===== config.mk =====
export PLATFORM = sky130hd
export DESIGN_NAME = dtsd_decoder
export DESIGN_NICKNAME = d
export VERILOG_FILES = /design/src/dtsd_pkg.sv /design/src/dtsd_sync.sv /design/src/dtsd_decoder.sv
export SDC_FILE = /design/constraint.sdc
export NUM_CORES = 1
export LEC_CHECK = 0
export BUFFER_PORTS_ARGS = -buffer_cell sky130_fd_sc_hd__buf_2
export CORE_ASPECT_RATIO = 1.2
export CORE_MARGIN = 5
export CORE_UTILIZATION = 51
export CTS_BUF_LIST = sky130_fd_sc_hd__clkbuf_8
export DETAILED_ROUTE_END_ITERATION = 10
export PLACE_DENSITY_LB_ADDON = 0.12
export SLEW_MARGIN = 5
export SYNTH_ARGS = -nofsm -noshare
export SYNTH_HDL_FRONTEND = slang
export SYNTH_SLANG_ARGS = --single-unit

===== constraint.sdc =====
create_clock -name clk -period 3.8 [get_ports clk]
set_input_delay 0.76 -clock clk [delete_from_list [all_inputs] [get_ports clk]]
set_output_delay 0.76 -clock clk [all_outputs]
set_load 0.01 [all_outputs]

===== src/dtsd_pkg.sv =====
// constants and types shared by the tone decoder back end
package dtsd_pkg;
    // system clock rate in hertz
    localparam int unsigned CLK_HZ = 40000000;
    // tone timing reference rate in hertz
    localparam int unsigned REF_HZ = 4194304;
    // presence qualification time in microseconds, inside 5 ms .. 20 ms
    localparam int unsigned PRESENCE_US = 12000;
    // absence qualification time in microseconds, inside 0.5 ms .. 15 ms
    localparam int unsigned ABSENCE_US = 5000;
    // reference ticks for each qualification time
    localparam longint unsigned PRESENCE_TICKS = 64'(REF_HZ) * 64'(PRESENCE_US) / 64'd1000000;
    localparam longint unsigned ABSENCE_TICKS = 64'(REF_HZ) * 64'(ABSENCE_US) / 64'd1000000;
    // width of the phase accumulator of the reference divider
    localparam int unsigned ACC_W = 26;
    // width of the qualification counters
    localparam int unsigned CNT_W = 17;
    // bits in one symbol code
    localparam int unsigned CODE_W = 4;
    // width of the readout pulse counter
    localparam int unsigned BITCNT_W = 3;
    // readout pulses per symbol
    localparam logic [2:0] READ_PULSES = 3'h4;
    // sampled pin vector: ack, present, row[1:0], col[1:0]
    localparam int unsigned PIN_W = 6;
    localparam int unsigned PIN_ACK = 5;
    localparam int unsigned PIN_PRES = 4;
    localparam int unsigned PIN_ROW = 2;
    localparam int unsigned PIN_COL = 0;
    // row and column index of the fourth row tone and of the fourth column tone
    localparam logic [1:0] LAST_IDX = 2'h3;
    // reset value of the symbol code
    localparam logic [3:0] CODE_RST = 4'h0;

    // tone qualification states
    typedef enum logic [2:0] {
        DTSD_IDLE  = 3'b001,
        DTSD_QUAL  = 3'b010,
        DTSD_STEER = 3'b100
    } dtsd_state_e;
endpackage


===== src/dtsd_sync.sv =====
// three stage pin synchroniser with agreement filter
`timescale 1ns/1ps
`default_nettype none
module dtsd_sync #(
    parameter int unsigned WIDTH = 1
) (
    input wire logic clk,
    input wire logic rst,
    input wire logic [WIDTH-1:0] pin_in,
    output logic [WIDTH-1:0] level
);
    // all sync state in one record
    typedef struct packed {
        logic [WIDTH-1:0] s1;   // first stage, read only by s2
        logic [WIDTH-1:0] s2;   // second stage
        logic [WIDTH-1:0] s3;   // third stage
        logic [WIDTH-1:0] held; // accepted level
    } dtsd_sync_s;

    dtsd_sync_s q;
    dtsd_sync_s next_q;

    // shift pins in, accept a bit once stages two and three agree
    always_comb begin
        next_q = q;
        next_q.s1 = pin_in;
        next_q.s2 = q.s1;
        next_q.s3 = q.s2;
        for (int i = 0; i < WIDTH; i++) begin
            if (q.s2[i] == q.s3[i]) begin
                next_q.held[i] = q.s3[i];
            end
        end
    end

    // register the record
    always_ff @(posedge clk) begin
        if (rst) begin
            q <= '0;
        end else begin
            q <= next_q;
        end
    end

    assign level = q.held;
endmodule
`default_nettype wire


===== src/dtsd_decoder.sv =====
// digital back end of the dual tone receiver: qualification and serial readout
`timescale 1ns/1ps
`default_nettype none
// Notes on behaviour
// - sixteen symbols, delivered as four bit code
// - steering flag high while valid symbol
// - flag rises 5 to 20 ms after tone
// - flag falls 0.5 to 15 ms after loss
// - code shifted out on shift pulses
// - first pulse edge captures the symbol
// - timing derived from 4.194304 MHz reference
// - lsb on first edge, then higher bits
// - extra pulses ignored until next flag
// - symbol to code mapping table
module dtsd_decoder #(
    parameter int unsigned PRESENCE_CNT = 32'(dtsd_pkg::PRESENCE_TICKS),
    parameter int unsigned ABSENCE_CNT = 32'(dtsd_pkg::ABSENCE_TICKS)
) (
    input wire logic clk,
    input wire logic rst,
    input wire logic tone_present,      // digital detector: valid pair seen
    input wire logic [1:0] tone_row,    // low group index, 697 Hz = 0
    input wire logic [1:0] tone_col,    // high group index, 1209 Hz = 0
    input wire logic shift_pulse,       // host acknowledge pulse pin
    output logic early_steering_flag,
    output logic serial_code_out
);
    // whole module state
    typedef struct packed {
        dtsd_pkg::dtsd_state_e state;                  // qualification state
        logic [dtsd_pkg::ACC_W-1:0] acc;               // reference phase accumulator
        logic tick;                                    // reference clock enable
        logic [dtsd_pkg::CNT_W-1:0] cnt;               // presence or absence ticks
        logic flag;                                    // steering flag
        logic [dtsd_pkg::CODE_W-1:0] code;             // latched symbol code
        logic [dtsd_pkg::CODE_W-1:0] shreg;            // output shift register
        logic [dtsd_pkg::BITCNT_W-1:0] bit_cnt;        // pulses taken
        logic sout;                                    // serial output bit
        logic ack_prev;                                // last accepted pulse level
    } dtsd_s;

    dtsd_s q;
    dtsd_s next_q;
    logic [dtsd_pkg::PIN_W-1:0] pins;    // filtered pin levels
    logic pres;                          // filtered tone presence
    logic ack_rise;                      // rising pulse edge, one cycle
    logic [dtsd_pkg::ACC_W:0] acc_sum;   // accumulator plus step

    // every pin enters through the three stage filter
    dtsd_sync #(
        .WIDTH(dtsd_pkg::PIN_W)
    ) u_sync (
        .clk(clk),
        .rst(rst),
        .pin_in({shift_pulse, tone_present, tone_row, tone_col}),
        .level(pins)
    );

    // map row and column to code; D wraps to zero in four bits
    function automatic logic [3:0] dtsd_encode(input logic [1:0] r, input logic [1:0] c);
        logic [3:0] v;
        v = 4'h0;
        if (c == dtsd_pkg::LAST_IDX) begin
            v = 4'hD + {2'h0, r};
        end else if (r != dtsd_pkg::LAST_IDX) begin
            v = 4'({2'h0, r} * 4'h3) + {2'h0, c} + 4'h1;
        end else begin
            unique case (c)
                2'h0: v = 4'hB;                            // star
                2'h1: v = 4'hA;                            // zero
                default: v = 4'hC;                         // hash
            endcase
        end
        return v;
    endfunction

    assign pres = pins[dtsd_pkg::PIN_PRES];
    assign ack_rise = pins[dtsd_pkg::PIN_ACK] & ~q.ack_prev;
    assign acc_sum = {1'b0, q.acc} + 27'(dtsd_pkg::REF_HZ);

    // next state
    always_comb begin
        next_q = q;
        next_q.ack_prev = pins[dtsd_pkg::PIN_ACK];
        // fractional divider: 4.194304 MHz enable from 40 MHz
        next_q.tick = 1'b0;
        if (acc_sum >= 27'(dtsd_pkg::CLK_HZ)) begin
            next_q.acc = dtsd_pkg::ACC_W'(acc_sum - 27'(dtsd_pkg::CLK_HZ));
            next_q.tick = 1'b1;
        end else begin
            next_q.acc = acc_sum[dtsd_pkg::ACC_W-1:0];
        end
        // qualification; guard time is left to the host
        unique case (q.state)
            dtsd_pkg::DTSD_IDLE: begin
                next_q.cnt = '0;
                if (pres) begin
                    next_q.state = dtsd_pkg::DTSD_QUAL;
                end
            end
            dtsd_pkg::DTSD_QUAL: begin
                if (!pres) begin
                    // tone broke before qualifying
                    next_q.state = dtsd_pkg::DTSD_IDLE;
                    next_q.cnt = '0;
                end else if (q.tick) begin
                    if (q.cnt == dtsd_pkg::CNT_W'(PRESENCE_CNT - 1)) begin
                        next_q.state = dtsd_pkg::DTSD_STEER;
                        next_q.flag = 1'b1;
                        next_q.cnt = '0;
                        next_q.code = dtsd_encode(pins[dtsd_pkg::PIN_ROW +: 2],
                                                  pins[dtsd_pkg::PIN_COL +: 2]);
                        next_q.bit_cnt = '0;                                   // rearm
                    end else begin
                        next_q.cnt = q.cnt + 1'b1;
                    end
                end
            end
            dtsd_pkg::DTSD_STEER: begin
                if (pres) begin
                    // any returning tone restarts the absence window
                    next_q.cnt = '0;
                end else if (q.tick) begin
                    if (q.cnt == dtsd_pkg::CNT_W'(ABSENCE_CNT - 1)) begin
                        next_q.state = dtsd_pkg::DTSD_IDLE;
                        next_q.flag = 1'b0;
                        next_q.cnt = '0;
                    end else begin
                        next_q.cnt = q.cnt + 1'b1;
                    end
                end
            end
            default: begin
                next_q.state = dtsd_pkg::DTSD_IDLE;
                next_q.flag = 1'b0;
            end
        endcase
        // readout; a short readout leaves the count stale until rearm
        if (ack_rise) begin
            if (q.bit_cnt == '0) begin
                if (q.flag) begin
                    next_q.shreg = q.code;
                    next_q.sout = q.code[0];
                    next_q.bit_cnt = 3'h1;
                end
            end else if (q.bit_cnt < dtsd_pkg::READ_PULSES) begin
                next_q.sout = q.shreg[q.bit_cnt[1:0]];
                next_q.bit_cnt = q.bit_cnt + 3'h1;
            end
            // fifth and later pulses change nothing
        end
    end

    // register the state
    always_ff @(posedge clk) begin
        if (rst) begin
            q <= '{state: dtsd_pkg::DTSD_IDLE, acc: '0, tick: 1'b0, cnt: '0, flag: 1'b0,
                   code: dtsd_pkg::CODE_RST, shreg: dtsd_pkg::CODE_RST,
                   bit_cnt: dtsd_pkg::READ_PULSES, sout: 1'b0, ack_prev: 1'b0};
        end else begin
            q <= next_q;
        end
    end

    assign early_steering_flag = q.flag;
    assign serial_code_out = q.sout;

    // flag mirrors the steering state
    a_flag_state: assert property (@(posedge clk) disable iff (rst)
        q.flag == (q.state == dtsd_pkg::DTSD_STEER))
        else $error("steering flag out of step with state");

    // flag rises only after a full presence count with tone held
    a_flag_rise: assert property (@(posedge clk) disable iff (rst)
        $rose(q.flag) |-> $past(q.state) == dtsd_pkg::DTSD_QUAL && $past(pres)
            && $past(q.cnt) == dtsd_pkg::CNT_W'(PRESENCE_CNT - 1))
        else $error("steering flag rose without full presence time");

    // flag falls only after the absence count with tone gone
    a_flag_fall: assert property (@(posedge clk) disable iff (rst)
        $fell(q.flag) |-> !$past(pres) && $past(q.cnt) == dtsd_pkg::CNT_W'(ABSENCE_CNT - 1))
        else $error("steering flag fell without full absence time");

    // reference enable never closer than nine system cycles
    a_tick_spacing: assert property (@(posedge clk) disable iff (rst)
        q.tick |=> (!q.tick) [*8])
        else $error("reference enable too frequent");

    // reference enable repeats every nine or ten cycles, so timing tracks the reference
    a_tick_period: assert property (@(posedge clk) disable iff (rst)
        q.tick |-> ##[9:10] q.tick)
        else $error("reference enable period wrong");

    // serial bit moves only on an accepted pulse
    a_sout_hold: assert property (@(posedge clk) disable iff (rst)
        !ack_rise |=> $stable(q.sout))
        else $error("serial bit changed without a pulse");

    // flag stays up while the tone stays
    a_flag_hold: assert property (@(posedge clk) disable iff (rst)
        q.flag && pres |=> q.flag)
        else $error("steering flag dropped with tone present");

    // first pulse captures code and shows the lsb
    a_capture_lsb: assert property (@(posedge clk) disable iff (rst)
        ack_rise && q.bit_cnt == 3'h0 && q.flag |=> q.sout == $past(q.code[0])
            && q.shreg == $past(q.code) && q.bit_cnt == 3'h1)
        else $error("first pulse did not capture the symbol");

    // later pulses present the next higher bit
    a_shift_next: assert property (@(posedge clk) disable iff (rst)
        ack_rise && q.bit_cnt != 3'h0 && q.bit_cnt < 3'h4
            |=> q.sout == $past(q.shreg[q.bit_cnt[1:0]]) && q.bit_cnt == $past(q.bit_cnt) + 3'h1)
        else $error("shift pulse did not advance the bit");

    // pulses past the fourth leave the output alone
    a_ignore_extra: assert property (@(posedge clk) disable iff (rst)
        q.bit_cnt == 3'h4 && ack_rise |=> $stable(q.sout) && $stable(q.shreg))
        else $error("extra shift pulse changed the output");

    // pulse counter stays within four
    a_count_range: assert property (@(posedge clk) disable iff (rst)
        q.bit_cnt <= 3'h4)
        else $error("pulse counter out of range");

    // symbol D codes as zero, hash as twelve
    a_encode_map: assert property (@(posedge clk) disable iff (rst)
        $rose(q.flag) |-> q.code == ($past(pins[3:0]) == 4'hF ? 4'h0
            : $past(pins[3:0]) == 4'hE ? 4'hC : q.code))
        else $error("symbol encoded wrongly");
endmodule
`default_nettype wire


==> run_results.csv <==
group,metric,value,unit
cells_and_area,seq_area,0.001521,mm2
die,die_y,104.1,um
yosys,ys_top_cells_by_count,"dfxtp_1 (76), a21oi_1 (42), o21ai_0 (27), nand2_1 (26), nor2b_1 (25)",
drt,vias,2991,
outcome,outcome,"complete, no violations",
cts,ctsRootBufferMaster,"clkbuf_8",
cts,htree_levels,3,
cts,cts_sinks,76,
cts,cts_tree,"built",
cells_and_area,fin_nets,451,
cts,clock_latency,0.35,ns
drt,route.detailed.drc,0,
grt,grt_max_degree,38,
drt,vias_per_cell,5.708,
drt,drtIter0Drc,140,
cells_and_area,drive_above_1_share,9.677,%
yosys,async_flop_share,0,%
drt,wl,7.062,mm
sta,setup_tns,0,ns
worst_setup_path,critPathRequiredTime,4.04,ns
cells_and_area,diodes,0,
cts,clk_path_buf_depth,2,
cts,postCtsHoldBufs,0,
worst_setup_path,max_stage_delay,0.59,ns
grt,grt_overflow,0,
grt,grt_pass1_vias,2833,
die,die_w,88.45,um
grt,antenna_found_initial,0,
yosys,yosysSeqAreaShare,40.40,%
placed_design,gp_congestion,0.8516,
die,io_pins,10,
drt,drt-wirelength-per-cell,13.48,um
yosys,synth_nets,447,
sta,period_share,67.91,%
sta,finClkSkew,0.009028,ns
sta,report.final.slew_viol_count,0,
yosys,ys_seq_elements,76,
cells_and_area,multi_input_comb_area,0.002088,mm2
grt,met3_usage,4.041,%
worst_setup_path,slowest_stage,"a311oi_4",
yosys,synth_edf_count,0,
cells_and_area,syn_to_final_growth,8.206,%
die,design.die.area,0.009210,mm2
cts,ctsResizeCount,0,
grt,grt_pass1_wl,12.51,mm
worst_setup_path,crit_path_cell_trace,"ha_1 > xnor2_1 > o2111ai_1 > a311oi_4 > buf_4 > nor4_1 > mux2_1",
yosys,synth_area,0.003766,mm2
yosys,synth_top_cell_area_share,40.40,%
grt,grt-busiest-layer,"met2",
sta,min_period,2.581,ns
grt,use_met2,27.17,%
placed_design,port_buffers,9,
placed_design,placed_area,0.003866,mm2
cts,cts_buffers,9,
sta,slew_headroom,46.23,%
worst_setup_path,cp_data_arrival_time,2.82,ns
drt,firstDrtPassIters,4,
hold_path,hold_class,"reg2reg",
worst_setup_path,end_kind,"register",
sta,setup_viol,0,
yosys,yosysUniqueCellTypes,59,
yosys,yosys.area.top_type,"dfxtp_1",
worst_setup_path,worstSetupPathType,"reg2reg",
yosys,synthFlopType,"dfxtp_1",
worst_setup_path,cp-start-kind,"register",
drt,postRouteAntennaNets,0,
yosys,avgSynthCellArea,8.861,um2
die,start_util,52.08,%
grt,grt_use_total,16.52,%
placed_design,dpl.hpwl,4.896,mm
power_and_ir_drop,vdd_drop_max,268.5,uV
cells_and_area,nFillCells,665,
sta,fmax,0.3875,GHz
worst_setup_path,cp_max_fo,15,
yosys,synth_top_cells_by_area,"dfxtp_1 (40%), a21oi_1 (5.6%), o31ai_1 (4.4%)",
sta,worst_pin_slew,0.8057,ns
cts,post_cts_buffers,0,
die,fp-row-count,34,
sta,hold_violations,0,
power_and_ir_drop,p_per_area,376.0,mW/mm2
cts,clk_pin_slew,0.09,ns
power_and_ir_drop,leakage,1.490,nW
yosys,synth_warnings,0,
die,core,0.007232,mm2
cells_and_area,finalInstanceArea,0.004075,mm2
worst_setup_path,r2r_slack,1.22,ns
job,drv_cap,0,
sta,rsz0062_at_grt,"false",
grt,use_met1,20.49,%
yosys,syn_inst,425,
yosys,yosysMostFrequentCell,"dfxtp_1",
metrics by stage:
step                      worst slack, ns  utilization (%)  hold slack (ns)  std cells  power [mW]
after floorplan                     1.675                -           0.4138        425      0.9010
after global placement              1.293            53.46           0.4151        508      0.9096
after detailed placement            1.216            53.46           0.4288        508      0.9121
after CTS                           1.188            56.31           0.4482        524       1.554
after global routing               0.9800            56.35           0.4617        524       1.605
final                               1.219            56.35           0.4417        524       1.532
metal layers:
metal / routed length [um] / vias up
li1: - / 1577
met1: 3358 / 1386
met3: 150 / 8
met5: 0 / -
met2: 3490 / 20
met4: 61 / 0
cells in the final DEF (no fill, tap or decap), types with 3 or more instances in the layout:
cell      count
or4_1        19
xnor2_1       3
buf_4         4
nand2b_1      3
o21ai_0      27
o22ai_1       3
o31ai_1      22
nand4_1       6
nand3_1      10
inv_1        19
clkbuf_8      9
or4_2         3
a211oi_1      6
dfxtp_1      76
and2_1        4
nor2_1       22
and3_1        6
nor2b_1      25
ha_1         12
mux2i_1       6
nor4_1        3
nand2_1      26
or3_1        11
buf_2         9
a21o_1        4
a21oi_1      41
flip-flops by register name, indices dropped and copies added (netlist names):
name / flops
u_sync.next_q: 12
serial_code_out: 1
u_sync.q: 6
early_steering_flag: 1
q: 50
u_sync.level: 6
worst paths after layout:
check | cells after the start | end | startpoint
setup / recovery | 7 | q[48]$_SDFFE_PP0P_ | q[54]$_SDFF_PP0_
hold / removal | 1 | u_sync.next_q[6]$_SDFF_PP0_ | u_sync.next_q[12]$_SDFF_PP0_
setup reg to reg | 7 | q[48]$_SDFFE_PP0P_ | q[54]$_SDFF_PP0_
hold reg to reg | 1 | u_sync.next_q[6]$_SDFF_PP0_ | u_sync.next_q[12]$_SDFF_PP0_
layout make-up:
type / count / area share [%]
clock buffers: 9 / 3.040
inverters: 19 / 1.750
clock inverters: 7 / 2.026
flip-flops and latches: 76 / 37.33
multi-input cells: 310 / 51.24
well taps: 90 / 2.763
repair buffers: 13 / 1.842
report_power, final:
part           internal [mW]  switching [mW]  leakage (nW)
Combinational         0.0282          0.0506         0.776
Sequential             0.807         0.00694         0.616
Clock                  0.313           0.326        0.0984
Total                   1.15           0.384          1.49
worst max-delay path: cells and delay by family (launching register included):
kind,cells,cell delay [ns]
compound gates,2,0.83
xor+xnor,1,0.30
fa+ha+maj,1,0.25
buf+inv,1,0.29
flops,1,0.37
mux,1,0.34
simple gates,1,0.08
cells by family (layout without fill, tap and decap cells):
group / Yosys count / count (layout) / synth area share, %
buffers and inverters: 39 / 48 / 4.319
AND/OR/NAND/NOR: 159 / 159 / 25.22
AO/OA/AOI/OAI: 124 / 124 / 21.36
adder cells (fa/ha/maj): 14 / 14 / 5.050
XOR/XNOR: 5 / 5 / 1.163
multiplexers: 8 / 8 / 2.492
flip-flops: 76 / 76 / 40.40
(Power assumes the default switching activity.)
